**config.mk**
```make
export PLATFORM = sky130hd
export DESIGN_NAME = pcms_selector
export DESIGN_NICKNAME = d
export VERILOG_FILES = /design/src/pcms_pkg.sv /design/src/pcms_pulse_timer.sv /design/src/pcms_selector.sv
export VERILOG_INCLUDE_DIRS = /design/src /design/src/src
export SDC_FILE = /design/constraint.sdc
export NUM_CORES = 2
export LEC_CHECK = 0
export ABC_AREA = 1
export BUFFER_PORTS_ARGS = -buffer_cell sky130_fd_sc_hd__buf_2
export CAP_MARGIN = 20
export CORE_UTILIZATION = 50
export DETAILED_ROUTE_END_ITERATION = 6
export GPL_TIMING_DRIVEN = 0
export HOLD_SLACK_MARGIN = 0.12
export MAX_ROUTING_LAYER = met4
export PLACE_DENSITY = 0.82
export SETUP_SLACK_MARGIN = 0.3
export SLEW_MARGIN = 25
export SYNTH_ARGS = -nofsm -noshare
export SYNTH_HDL_FRONTEND = slang
export SYNTH_HIERARCHICAL = 1
export SYNTH_SLANG_ARGS = --single-unit
```
**constraint.sdc**
```tcl
create_clock -name i_clk_sys -period 13.1 [get_ports i_clk_sys]
set_clock_uncertainty 0.15 [all_clocks]
set_input_delay 0 -clock i_clk_sys [delete_from_list [all_inputs] [get_ports i_clk_sys]]
set_output_delay 0 -clock i_clk_sys [all_outputs]
set_load 0.02 [all_outputs]
```
**src/pcms_defs.svh**
```systemverilog
// constants for the pulse counter mode selector
// assumes a 25 MHz system clock
`ifndef PCMS_DEFS_SVH
`define PCMS_DEFS_SVH
`define PCMS_CLK_PERIOD_NS   40
`define PCMS_CLK_MHZ         25
`define PCMS_NKEY            8
`define PCMS_K_AUTO          0
`define PCMS_K_MANUAL        1
`define PCMS_K_LO50          2
`define PCMS_K_HIGHZ         3
`define PCMS_K_FREQ          4
`define PCMS_K_WIDTH         5
`define PCMS_K_REP           6
`define PCMS_K_TRIG          7
`define PCMS_DEBOUNCE_US     5000
`define PCMS_DEBOUNCE_CYC    (`PCMS_DEBOUNCE_US * `PCMS_CLK_MHZ)
`define PCMS_DBW             17
`define PCMS_PROF_STEP_NS    1000
`define PCMS_PROF_STEP_CYC   (`PCMS_PROF_STEP_NS / `PCMS_CLK_PERIOD_NS)
`define PCMS_NSAMP           8
`define PCMS_RATE_GATE_S     1
`define PCMS_RATE_GATE_CYC   (`PCMS_RATE_GATE_S * `PCMS_CLK_MHZ * 1000000)
`define PCMS_IN1_MIN_HZ      36'h0_1DCD_6500
`define PCMS_IN1_MAX_HZ      36'h9_502F_9000
`define PCMS_LO50_MIN_HZ     36'h0_0098_9680
`define PCMS_LO50_MAX_HZ     36'h0_1F4A_DD40
`define PCMS_HIGHZ_MIN_HZ    36'h0_0000_000A
`define PCMS_HIGHZ_MAX_HZ    36'h0_04C4_B400
`define PCMS_A_CTRL          8'h00
`define PCMS_A_STATUS        8'h04
`define PCMS_A_HIGH          8'h08
`define PCMS_A_GAP           8'h0C
`define PCMS_A_INTERVAL      8'h10
`define PCMS_A_RATE          8'h14
`define PCMS_A_SAMP_BASE     8'h20
`define PCMS_A_SAMP_MASK     8'hE0
`define PCMS_CTRL_SUPPRESS   0
`define PCMS_CTRL_TABLE      1
`define PCMS_CTRL_FORCE      2
`define PCMS_CTRL_RESET      3'h7
`endif

```
**src/pcms_pkg.sv**
```systemverilog
// types for the pulse counter mode selector
// assumes the constants header is on the include path
package pcms_pkg;
  `include "pcms_defs.svh"
  typedef enum logic [3:0] {
    MODE_AUTO   = 4'b0001,
    MODE_MANUAL = 4'b0010,
    MODE_LOW50  = 4'b0100,
    MODE_HIGHZ  = 4'b1000
  } pcms_mode_t;
  typedef enum logic [5:0] {
    FN_FREQ     = 6'b00_0001,
    FN_PROFILE  = 6'b00_0010,
    FN_WIDTH    = 6'b00_0100,
    FN_GAP      = 6'b00_1000,
    FN_INTERVAL = 6'b01_0000,
    FN_RATE     = 6'b10_0000
  } pcms_func_t;
  typedef enum logic [2:0] {
    PROF_IDLE  = 3'b001,
    PROF_RUN   = 3'b010,
    PROF_PRINT = 3'b100
  } pcms_prof_t;
  typedef enum logic [1:0] {
    MSG_NONE      = 2'h0,
    MSG_PROFILING = 2'h1,
    MSG_PLOT      = 2'h2,
    MSG_TABLE     = 2'h3
  } pcms_msg_t;
  typedef struct packed {
    logic        prev;
    logic        seen_rise;
    logic        seen_fall;
    logic [31:0] hi_cnt;
    logic [31:0] lo_cnt;
    logic [31:0] per_cnt;
    logic [31:0] win_cnt;
    logic [31:0] edge_cnt;
    logic [31:0] high;
    logic [31:0] gap;
    logic [31:0] interval;
    logic [31:0] rate;
    logic        rise;
  } pcms_tmr_st_t;
  typedef struct packed {
    logic [`PCMS_NKEY-1:0]                 sync1;
    logic [`PCMS_NKEY-1:0]                 sync2;
    logic [`PCMS_NKEY-1:0]                 stable;
    logic [`PCMS_NKEY-1:0]                 prev;
    logic [`PCMS_NKEY-1:0][`PCMS_DBW-1:0]  db_cnt;
    logic                                  det_s1;
    logic                                  det_s2;
    logic                                  pul_s1;
    logic                                  pul_s2;
    pcms_mode_t                            mode;
    pcms_func_t                            func;
    logic                                  mem_freq;
    logic                                  mem_width;
    logic                                  mem_rep;
    pcms_prof_t                            prof;
    logic [2:0]                            samp_idx;
    logic [15:0]                           samp_cnt;
    logic [`PCMS_NSAMP-1:0][31:0]          samples;
    logic [2:0]                            ctl;
    logic                                  use_in2;
    logic [35:0]                           rmin;
    logic [35:0]                           rmax;
    logic                                  meas_active;
    logic [31:0]                           rdata;
  } pcms_sel_st_t;
endpackage

```
**src/pcms_pulse_timer.sv**
```systemverilog
// pulse envelope timer: high time, gap, interval, rate
// assumes i_pulse is already synchronised to i_clk_sys
`timescale 1ns/1ns
`include "pcms_defs.svh"
module pcms_pulse_timer #(
  parameter logic [31:0] GATE_CYC = `PCMS_RATE_GATE_CYC
) (
  input  wire logic        i_clk_sys,
  input  wire logic        i_rst,
  input  wire logic        i_enable,
  input  wire logic        i_pulse,
  output logic             o_rise,
  output logic [31:0]      o_high,
  output logic [31:0]      o_gap,
  output logic [31:0]      o_interval,
  output logic [31:0]      o_rate
);
  import pcms_pkg::*;
  pcms_tmr_st_t r;
  pcms_tmr_st_t next_r;
  logic rise;
  logic fall;

  always_comb begin
    next_r = r;
    rise = i_enable & i_pulse & ~r.prev;
    fall = i_enable & ~i_pulse & r.prev;
    next_r.prev = i_pulse;
    next_r.rise = rise;
    next_r.hi_cnt = i_pulse ? r.hi_cnt + 32'h0000_0001 : 32'h0000_0000;
    next_r.lo_cnt = i_pulse ? 32'h0000_0000 : r.lo_cnt + 32'h0000_0001;
    next_r.per_cnt = rise ? 32'h0000_0001 : r.per_cnt + 32'h0000_0001;
    if (fall && r.seen_rise) begin
      next_r.high = r.hi_cnt;
    end
    if (rise && r.seen_fall) begin
      next_r.gap = r.lo_cnt;
    end
    if (rise && r.seen_rise) begin
      next_r.interval = r.per_cnt;
    end
    if (rise) begin
      next_r.seen_rise = 1'b1;
    end
    if (fall && r.seen_rise) begin
      next_r.seen_fall = 1'b1;
    end
    // whole-second gate, so the edge count is already in hertz
    if (r.win_cnt == GATE_CYC - 32'h0000_0001) begin
      next_r.win_cnt = 32'h0000_0000;
      next_r.rate = r.edge_cnt + {31'h0000_0000, rise};
      next_r.edge_cnt = 32'h0000_0000;
    end else begin
      next_r.win_cnt = r.win_cnt + 32'h0000_0001;
      next_r.edge_cnt = r.edge_cnt + {31'h0000_0000, rise};
    end
    if (!i_enable) begin
      next_r.seen_rise = 1'b0;
      next_r.seen_fall = 1'b0;
    end
  end

  always_ff @(posedge i_clk_sys or posedge i_rst) begin
    if (i_rst) begin
      r <= '0;
    end else begin
      r <= next_r;
    end
  end

  assign o_rise = r.rise;
  assign o_high = r.high;
  assign o_gap = r.gap;
  assign o_interval = r.interval;
  assign o_rate = r.rate;
endmodule

```
**src/pcms_selector.sv**
```systemverilog
// front-panel mode and pulse function selector with profile sequencer
// assumes raw key levels and pulse pins, register port on i_clk_sys
// How it works
// - low-impedance mode uses input 2, range 10 MHz to 525 MHz
// - high-impedance mode uses input 2, range 10 Hz to 80 MHz
// - modes exclusive; pressing the active mode key again changes nothing
// - six pulse functions on three keys, each key toggling its pair
// - each paired key recalls its last selected function
// - frequency key activates frequency; second press starts profiling
// - pulse functions active only with pulse detected or forced
// - frequency function is on after power-up
// - high duration is leading edge to trailing edge of one pulse
// - gap is trailing edge to next leading edge
// - interval is leading edge to next leading edge
// - rate is pulses per second in hertz
// - profile records carrier frequency across the pulse
// - show profiling message, then printing message during output
// - pulse measurements only on microwave input, 500 MHz upward
// - defaults only on power-on reset, not on leaving standby
// - power-up display suppresses kilohertz and hertz digits
// - automatic acquisition mode entered at power-up
`timescale 1ns/1ns
`include "pcms_defs.svh"
module pcms_selector #(
  parameter logic [`PCMS_DBW-1:0] DEBOUNCE_CYC = `PCMS_DEBOUNCE_CYC,
  parameter logic [31:0]          RATE_GATE_CYC = `PCMS_RATE_GATE_CYC
) (
  input  wire logic                    i_clk_sys,
  input  wire logic                    i_rst,
  input  wire logic [`PCMS_NKEY-1:0]   i_key,
  input  wire logic                    i_pulse_det,
  input  wire logic                    i_pulse_env,
  input  wire logic [31:0]             i_carrier_khz,
  input  wire logic                    i_hold,
  input  wire logic                    i_standby,
  input  wire logic                    i_print_done,
  input  wire logic [7:0]              i_addr,
  input  wire logic [31:0]             i_wdata,
  input  wire logic                    i_we,
  input  wire logic                    i_re,
  output logic [31:0]                  o_rdata,
  output pcms_pkg::pcms_mode_t         o_mode,
  output pcms_pkg::pcms_func_t         o_func,
  output pcms_pkg::pcms_msg_t          o_msg,
  output logic                         o_key_locked,
  output logic                         o_use_input2,
  output logic [35:0]                  o_range_min_hz,
  output logic [35:0]                  o_range_max_hz,
  output logic                         o_meas_active,
  output logic                         o_suppress_low_digits
);
  import pcms_pkg::*;
  pcms_sel_st_t r;
  pcms_sel_st_t next_r;
  logic [`PCMS_NKEY-1:0] strobe;
  logic        lock;
  logic        t_rise;
  logic [31:0] t_high;
  logic [31:0] t_gap;
  logic [31:0] t_interval;
  logic [31:0] t_rate;

  // leaving standby is not a reset: state is simply kept
  assign lock = (r.prof == PROF_PRINT) | i_standby;
  assign strobe = r.stable & ~r.prev;

  pcms_pulse_timer #(
    .GATE_CYC (RATE_GATE_CYC)
  ) u_timer (
    .i_clk_sys  (i_clk_sys),
    .i_rst      (i_rst),
    .i_enable   (~r.use_in2),
    .i_pulse    (r.pul_s2),
    .o_rise     (t_rise),
    .o_high     (t_high),
    .o_gap      (t_gap),
    .o_interval (t_interval),
    .o_rate     (t_rate)
  );

  always_comb begin
    next_r = r;
    next_r.sync1 = i_key;
    next_r.sync2 = r.sync1;
    next_r.prev = r.stable;
    next_r.det_s1 = i_pulse_det;
    next_r.det_s2 = r.det_s1;
    next_r.pul_s1 = i_pulse_env;
    next_r.pul_s2 = r.pul_s1;
    // a level must hold steady for the whole window before it counts
    for (int k = 0; k < `PCMS_NKEY; k++) begin
      if (r.sync2[k] == r.stable[k]) begin
        next_r.db_cnt[k] = '0;
      end else if (r.db_cnt[k] == DEBOUNCE_CYC - 1'b1) begin
        next_r.db_cnt[k] = '0;
        next_r.stable[k] = r.sync2[k];
      end else begin
        next_r.db_cnt[k] = r.db_cnt[k] + 1'b1;
      end
    end
    if (!lock) begin
      if (strobe[`PCMS_K_AUTO]) next_r.mode = MODE_AUTO;
      if (strobe[`PCMS_K_MANUAL]) next_r.mode = MODE_MANUAL;
      if (strobe[`PCMS_K_LO50]) next_r.mode = MODE_LOW50;
      if (strobe[`PCMS_K_HIGHZ]) next_r.mode = MODE_HIGHZ;
      if (strobe[`PCMS_K_FREQ]) begin
        if (r.func == FN_FREQ) begin
          next_r.func = FN_PROFILE;
          next_r.mem_freq = 1'b1;
          next_r.prof = PROF_RUN;
        end else if (r.func == FN_PROFILE) begin
          next_r.func = FN_FREQ;
          next_r.mem_freq = 1'b0;
          next_r.prof = PROF_IDLE;
        end else begin
          next_r.func = r.mem_freq ? FN_PROFILE : FN_FREQ;
        end
      end
      if (strobe[`PCMS_K_WIDTH]) begin
        if (r.func == FN_WIDTH) begin
          next_r.func = FN_GAP;
          next_r.mem_width = 1'b1;
        end else if (r.func == FN_GAP) begin
          next_r.func = FN_WIDTH;
          next_r.mem_width = 1'b0;
        end else begin
          next_r.func = r.mem_width ? FN_GAP : FN_WIDTH;
        end
      end
      if (strobe[`PCMS_K_REP]) begin
        if (r.func == FN_INTERVAL) begin
          next_r.func = FN_RATE;
          next_r.mem_rep = 1'b1;
        end else if (r.func == FN_RATE) begin
          next_r.func = FN_INTERVAL;
          next_r.mem_rep = 1'b0;
        end else begin
          next_r.func = r.mem_rep ? FN_RATE : FN_INTERVAL;
        end
      end
      if (strobe[`PCMS_K_TRIG] && i_hold && r.func == FN_PROFILE
          && r.prof == PROF_IDLE) begin
        next_r.prof = PROF_RUN;
      end
    end
    case (r.prof)
      PROF_IDLE: begin
        next_r.samp_idx = 3'h0;
        next_r.samp_cnt = 16'h0000;
      end
      PROF_RUN: begin
        // samples start at each leading edge and stop at the trailing one
        if (t_rise) begin
          next_r.samp_cnt = 16'h0000;
        end else if (r.pul_s2) begin
          if (r.samp_cnt == 16'(`PCMS_PROF_STEP_CYC - 1)) begin
            next_r.samp_cnt = 16'h0000;
            next_r.samples[r.samp_idx] = i_carrier_khz;
            next_r.samp_idx = r.samp_idx + 3'h1;
            if (r.samp_idx == 3'(`PCMS_NSAMP - 1)) begin
              next_r.prof = PROF_PRINT;
            end
          end else begin
            next_r.samp_cnt = r.samp_cnt + 16'h0001;
          end
        end
      end
      PROF_PRINT: begin
        if (i_print_done) next_r.prof = PROF_IDLE;
      end
      default: next_r.prof = PROF_IDLE;
    endcase
    next_r.use_in2 = (r.mode == MODE_LOW50) | (r.mode == MODE_HIGHZ);
    case (r.mode)
      MODE_LOW50: begin
        next_r.rmin = `PCMS_LO50_MIN_HZ;
        next_r.rmax = `PCMS_LO50_MAX_HZ;
      end
      MODE_HIGHZ: begin
        next_r.rmin = `PCMS_HIGHZ_MIN_HZ;
        next_r.rmax = `PCMS_HIGHZ_MAX_HZ;
      end
      default: begin
        next_r.rmin = `PCMS_IN1_MIN_HZ;
        next_r.rmax = `PCMS_IN1_MAX_HZ;
      end
    endcase
    next_r.meas_active = (r.det_s2 | r.ctl[`PCMS_CTRL_FORCE])
                         & ~r.use_in2;
    if (i_we && i_addr == `PCMS_A_CTRL) begin
      next_r.ctl = i_wdata[2:0];
    end
    next_r.rdata = 32'h0000_0000;
    if (i_re) begin
      if ((i_addr & `PCMS_A_SAMP_MASK) == `PCMS_A_SAMP_BASE) begin
        next_r.rdata = r.samples[i_addr[4:2]];
      end else begin
        case (i_addr)
          `PCMS_A_CTRL:     next_r.rdata = {29'h0000_0000, r.ctl};
          `PCMS_A_STATUS:   next_r.rdata = {15'h0000, r.det_s2, r.prof,
                                            r.func, r.mode, 3'h0};
          `PCMS_A_HIGH:     next_r.rdata = t_high;
          `PCMS_A_GAP:      next_r.rdata = t_gap;
          `PCMS_A_INTERVAL: next_r.rdata = t_interval;
          `PCMS_A_RATE:     next_r.rdata = t_rate;
          default:          next_r.rdata = 32'h0000_0000;
        endcase
      end
    end
  end

  always_ff @(posedge i_clk_sys or posedge i_rst) begin
    if (i_rst) begin
      r <= '0;
      r.mode <= MODE_AUTO;
      r.func <= FN_FREQ;
      r.prof <= PROF_IDLE;
      r.ctl <= `PCMS_CTRL_RESET;
      r.rmin <= `PCMS_IN1_MIN_HZ;
      r.rmax <= `PCMS_IN1_MAX_HZ;
    end else begin
      r <= next_r;
    end
  end

  assign o_rdata = r.rdata;
  assign o_mode = r.mode;
  assign o_func = r.func;
  assign o_use_input2 = r.use_in2;
  assign o_range_min_hz = r.rmin;
  assign o_range_max_hz = r.rmax;
  assign o_meas_active = r.meas_active;
  assign o_suppress_low_digits = r.ctl[`PCMS_CTRL_SUPPRESS];
  assign o_key_locked = lock;
  assign o_msg = (r.prof == PROF_RUN) ? MSG_PROFILING :
                 (r.prof != PROF_PRINT) ? MSG_NONE :
                 r.ctl[`PCMS_CTRL_TABLE] ? MSG_TABLE : MSG_PLOT;
endmodule

```
==> flow_summary_export.csv <==
group,metric,value,unit
placement,place_congestion,0.9638,
grt,first_global_vias,35666,
grt,grt_overflow_total,0,
floorplan,io_pins,209,
sta,rsz0062_at_grt,"false",
pwr,ir_drop,0.09734,mV
logic_synthesis,ys_warn_count,6,
sta,setup_ws,9.186,ns
critical_path,path_max_fanout,12,
min_path,min_path_cells,4,
routing,drt_wl_total,117200,µm
routing,drt-initial-drc-count,3313,
floorplan,num_rows,105,
layout,final_common_cell,"nand2_1",
pwr,combPwrFrac,5.9,%
cts,clk_path_buf_depth,3,
cts,clkLatencyLatePin,0.66,ns
cts,cts_tree,"done",
pwr,seqPwrFrac,46.5,%
floorplan,dieArea,84990,µm²
layout,nets,5912,
routing,wl_met3,8214,µm
pwr,power.density,112.2,nW/µm²
floorplan,die_x,291.5,µm
pwr,switching_share,23.82,%
routing,routedWlPerCell,16.88,µm
layout,drive_gt1_share,13.26,%
logic_synthesis,synth_cell_types,49,
sta,fin_crit_sh,29.87,%
sta,tightest_slew,0.9737,ns
routing,final_antenna_net_count,0,
placement,dp_slack,9.232,ns
cts,numCtsBuffers,85,
layout,final_cells,6943,
pwr,leakage,24.39,nW
grt,grt_max_degree,101,
sta,fin_setup_tns,0,ns
critical_path,crit_required,13.55,ns
placement,hpwl,86250,µm
pwr,power_frac_clock,47.6,%
floorplan,chipHeight,291.5,µm
grt,grt_pass1_wl,188300,µm
logic_synthesis,syn_area,41920,µm²
routing,num_vias,36744,
logic_synthesis,synthCells,5437,
critical_path,reg2reg_depth,12,
grt,antenna_found_initial,0,
routing,routed.top_layer,"met4",
cts,root_buffer,"clkbuf_16",
job,cap_violations,0,
sta,hold_viol_final,0,
logic_synthesis,syn_area_per_cell,7.709,µm²
sta,period_needed,3.914,ns
floorplan,core-area,82500,µm²
critical_path,end_kind,"flop",
min_path,hp-class,"in2reg",
critical_path,cp-start-kind,"flop",
cts,htreeDepth,3,
grt,grtUsageTotal,28.53,%
sta,timing.fmax,255.5,MHz
routing,dr_wl_met2,55590,µm
layout,syn2layout_area_growth,15.52,%
layout,antenna_cells,0,
pwr,p_switching,0.001293,W
sta,slew_violations,0,
sta,slew_headroom,35.09,%
status,status,"finished clean",
critical_path,path_class,"reg2reg",
cts,clk_pin_slew,0.06,ns
layout,fillers,7233,
layout,post-route-util,58.69,%
routing,drt_pass1_iterations,6,
placement,io_buffers,147,
layout,final_cell_mix,"nand2_1 (1425), nor2_1 (832), dfrtp_1 (788)",
placement,place_inst,6705,
sta,setup_violations,0,
logic_synthesis,ys_seq_elements,797,
routing,viasPerCell,5.292,
logic_synthesis,seq_area_frac_synth,47.61,%
routing,drc,0,
cts,clock-sinks,797,
pwr,intPower,0.004138,W
critical_path,worstPathArrival,4.36,ns
floorplan,start_util,50.80,%
routing,wl_met1,48420,µm
[routing by layer]
metal	vias to the layer above	GRT usage [%]
met1	17412	36.10
met3	286	4.262
met4	0	12.18
li1	17704	-
met2	1342	45.71
met5	-	-
[metrics by stage]
step | hold slack (ns) | cell area, µm² | power [W]
detailed placement | -0.07070 | 44600 | 0.002868
floorplan | -0.1186 | 42030 | 0.002752
finish | 0.1665 | 48420 | 0.005431
global route | 0.1675 | 48420 | 0.005593
CTS | 0.1226 | 48420 | 0.005464
global placement | -0.04032 | 44100 | 0.002843
[cell type report]
type	count	area (µm²)	share of cell area, %
timing repair buffer	251	2049	4.233
multi-input combinational	3692	17100	35.31
clock inverter	35	578.1	1.194
sequential	797	19960	41.21
tap	1070	1339	2.765
buffer	392	2781	5.744
clock buffer	121	2414	4.985
inverter	585	2207	4.558
[power groups by stage]
| stage | clock, W | sequential, W | combinational [W] |
|---|---|---|---|
| floorplan | 0 | 0.00256 | 0.000187 |
| global placement | 0 | 0.00257 | 0.000271 |
| detailed placement | 0 | 0.00257 | 0.000297 |
| CTS | 0.00262 | 0.00253 | 0.000317 |
| global route | 0.00271 | 0.00253 | 0.000350 |
| finish | 0.00259 | 0.00253 | 0.000318 |
[synthesized netlist by cell type (all sizes together)]
cell	count	area share, %
nand2	1427	13
nor2	849	7.8
dfrtp	788	47
inv	580	5.2
nand3	431	5.4
o21ai	412	5.5
buf	329	6.1
a21oi	105	1.3
nor3	99	1.2
nand4	91	1.4
xor2	79	1.7
clkbuf	63	0.56
mux2	48	1.3
ha	19	0.57
nand3b	16	0.29
o21bai	15	0.27
and2	14	0.21
or2	12	0.18
nor3b	10	0.18
dfstp	9	0.56
xnor2	8	0.17
a31oi	5	0.075
clkinv	5	0.045
o22ai	5	0.075
a211oi	4	0.072
nor4	4	0.060
o21a	4	0.072
conb	2	0.018
a21o	1	0.018
a2bb2oi	1	0.021
a31o	1	0.021
and3	1	0.015
[timing repair]
item | CTS | global route
hold buffers | 82 | 0
gates resized for setup | 0 | 0
buffers inserted | 0 | 0
endpoints found under the hold margin | 843 | 0
[worst max-delay path: stages (launching register included)]
cell,delay [ns]
dfrtp_1,0.68
inv_2,0.27
nor3_4,0.41
clkbuf_1,0.64
ha_1,0.32
ha_1,0.19
nand2_1,0.07
nor2_2,0.18
nand2_1,0.12
nor2_1,0.39
xor2_1,0.23
nand2_1,0.12
nand2_1,0.08
[logic make-up (layout without fill, tap and decap cells)]
group / count (synthesis) / after routing / share of synthesized area (%)
flops: 797 / 797 / 47.61
mux: 48 / 48 / 1.290
other cells: 2 / 31 / 0.01792
fa+ha+maj: 19 / 19 / 0.5672
buf+inv: 977 / 1384 / 11.87
compound gates: 553 / 553 / 7.367
xor+xnor: 87 / 87 / 1.818
simple gates: 2954 / 2954 / 29.46
[path summary, 6_finish.rpt]
| path | from | end | slack (ns) |
|---|---|---|---|
| max in group asynchronous | i_rst | async pin | 10.71 |
| min reg2reg | next_r[561] | r[561] | 0.20 |
| max reg2reg | r[400] | u_timer/o_rate[14] | 9.19 |
| max | r[400] | u_timer/o_rate[14] | 9.19 |
| min | i_carrier_khz[24] | flop | 0.17 |
| min in group asynchronous | i_rst | r[532] | 0.46 |
No activity file was read; power rests on OpenSTA's default activity.
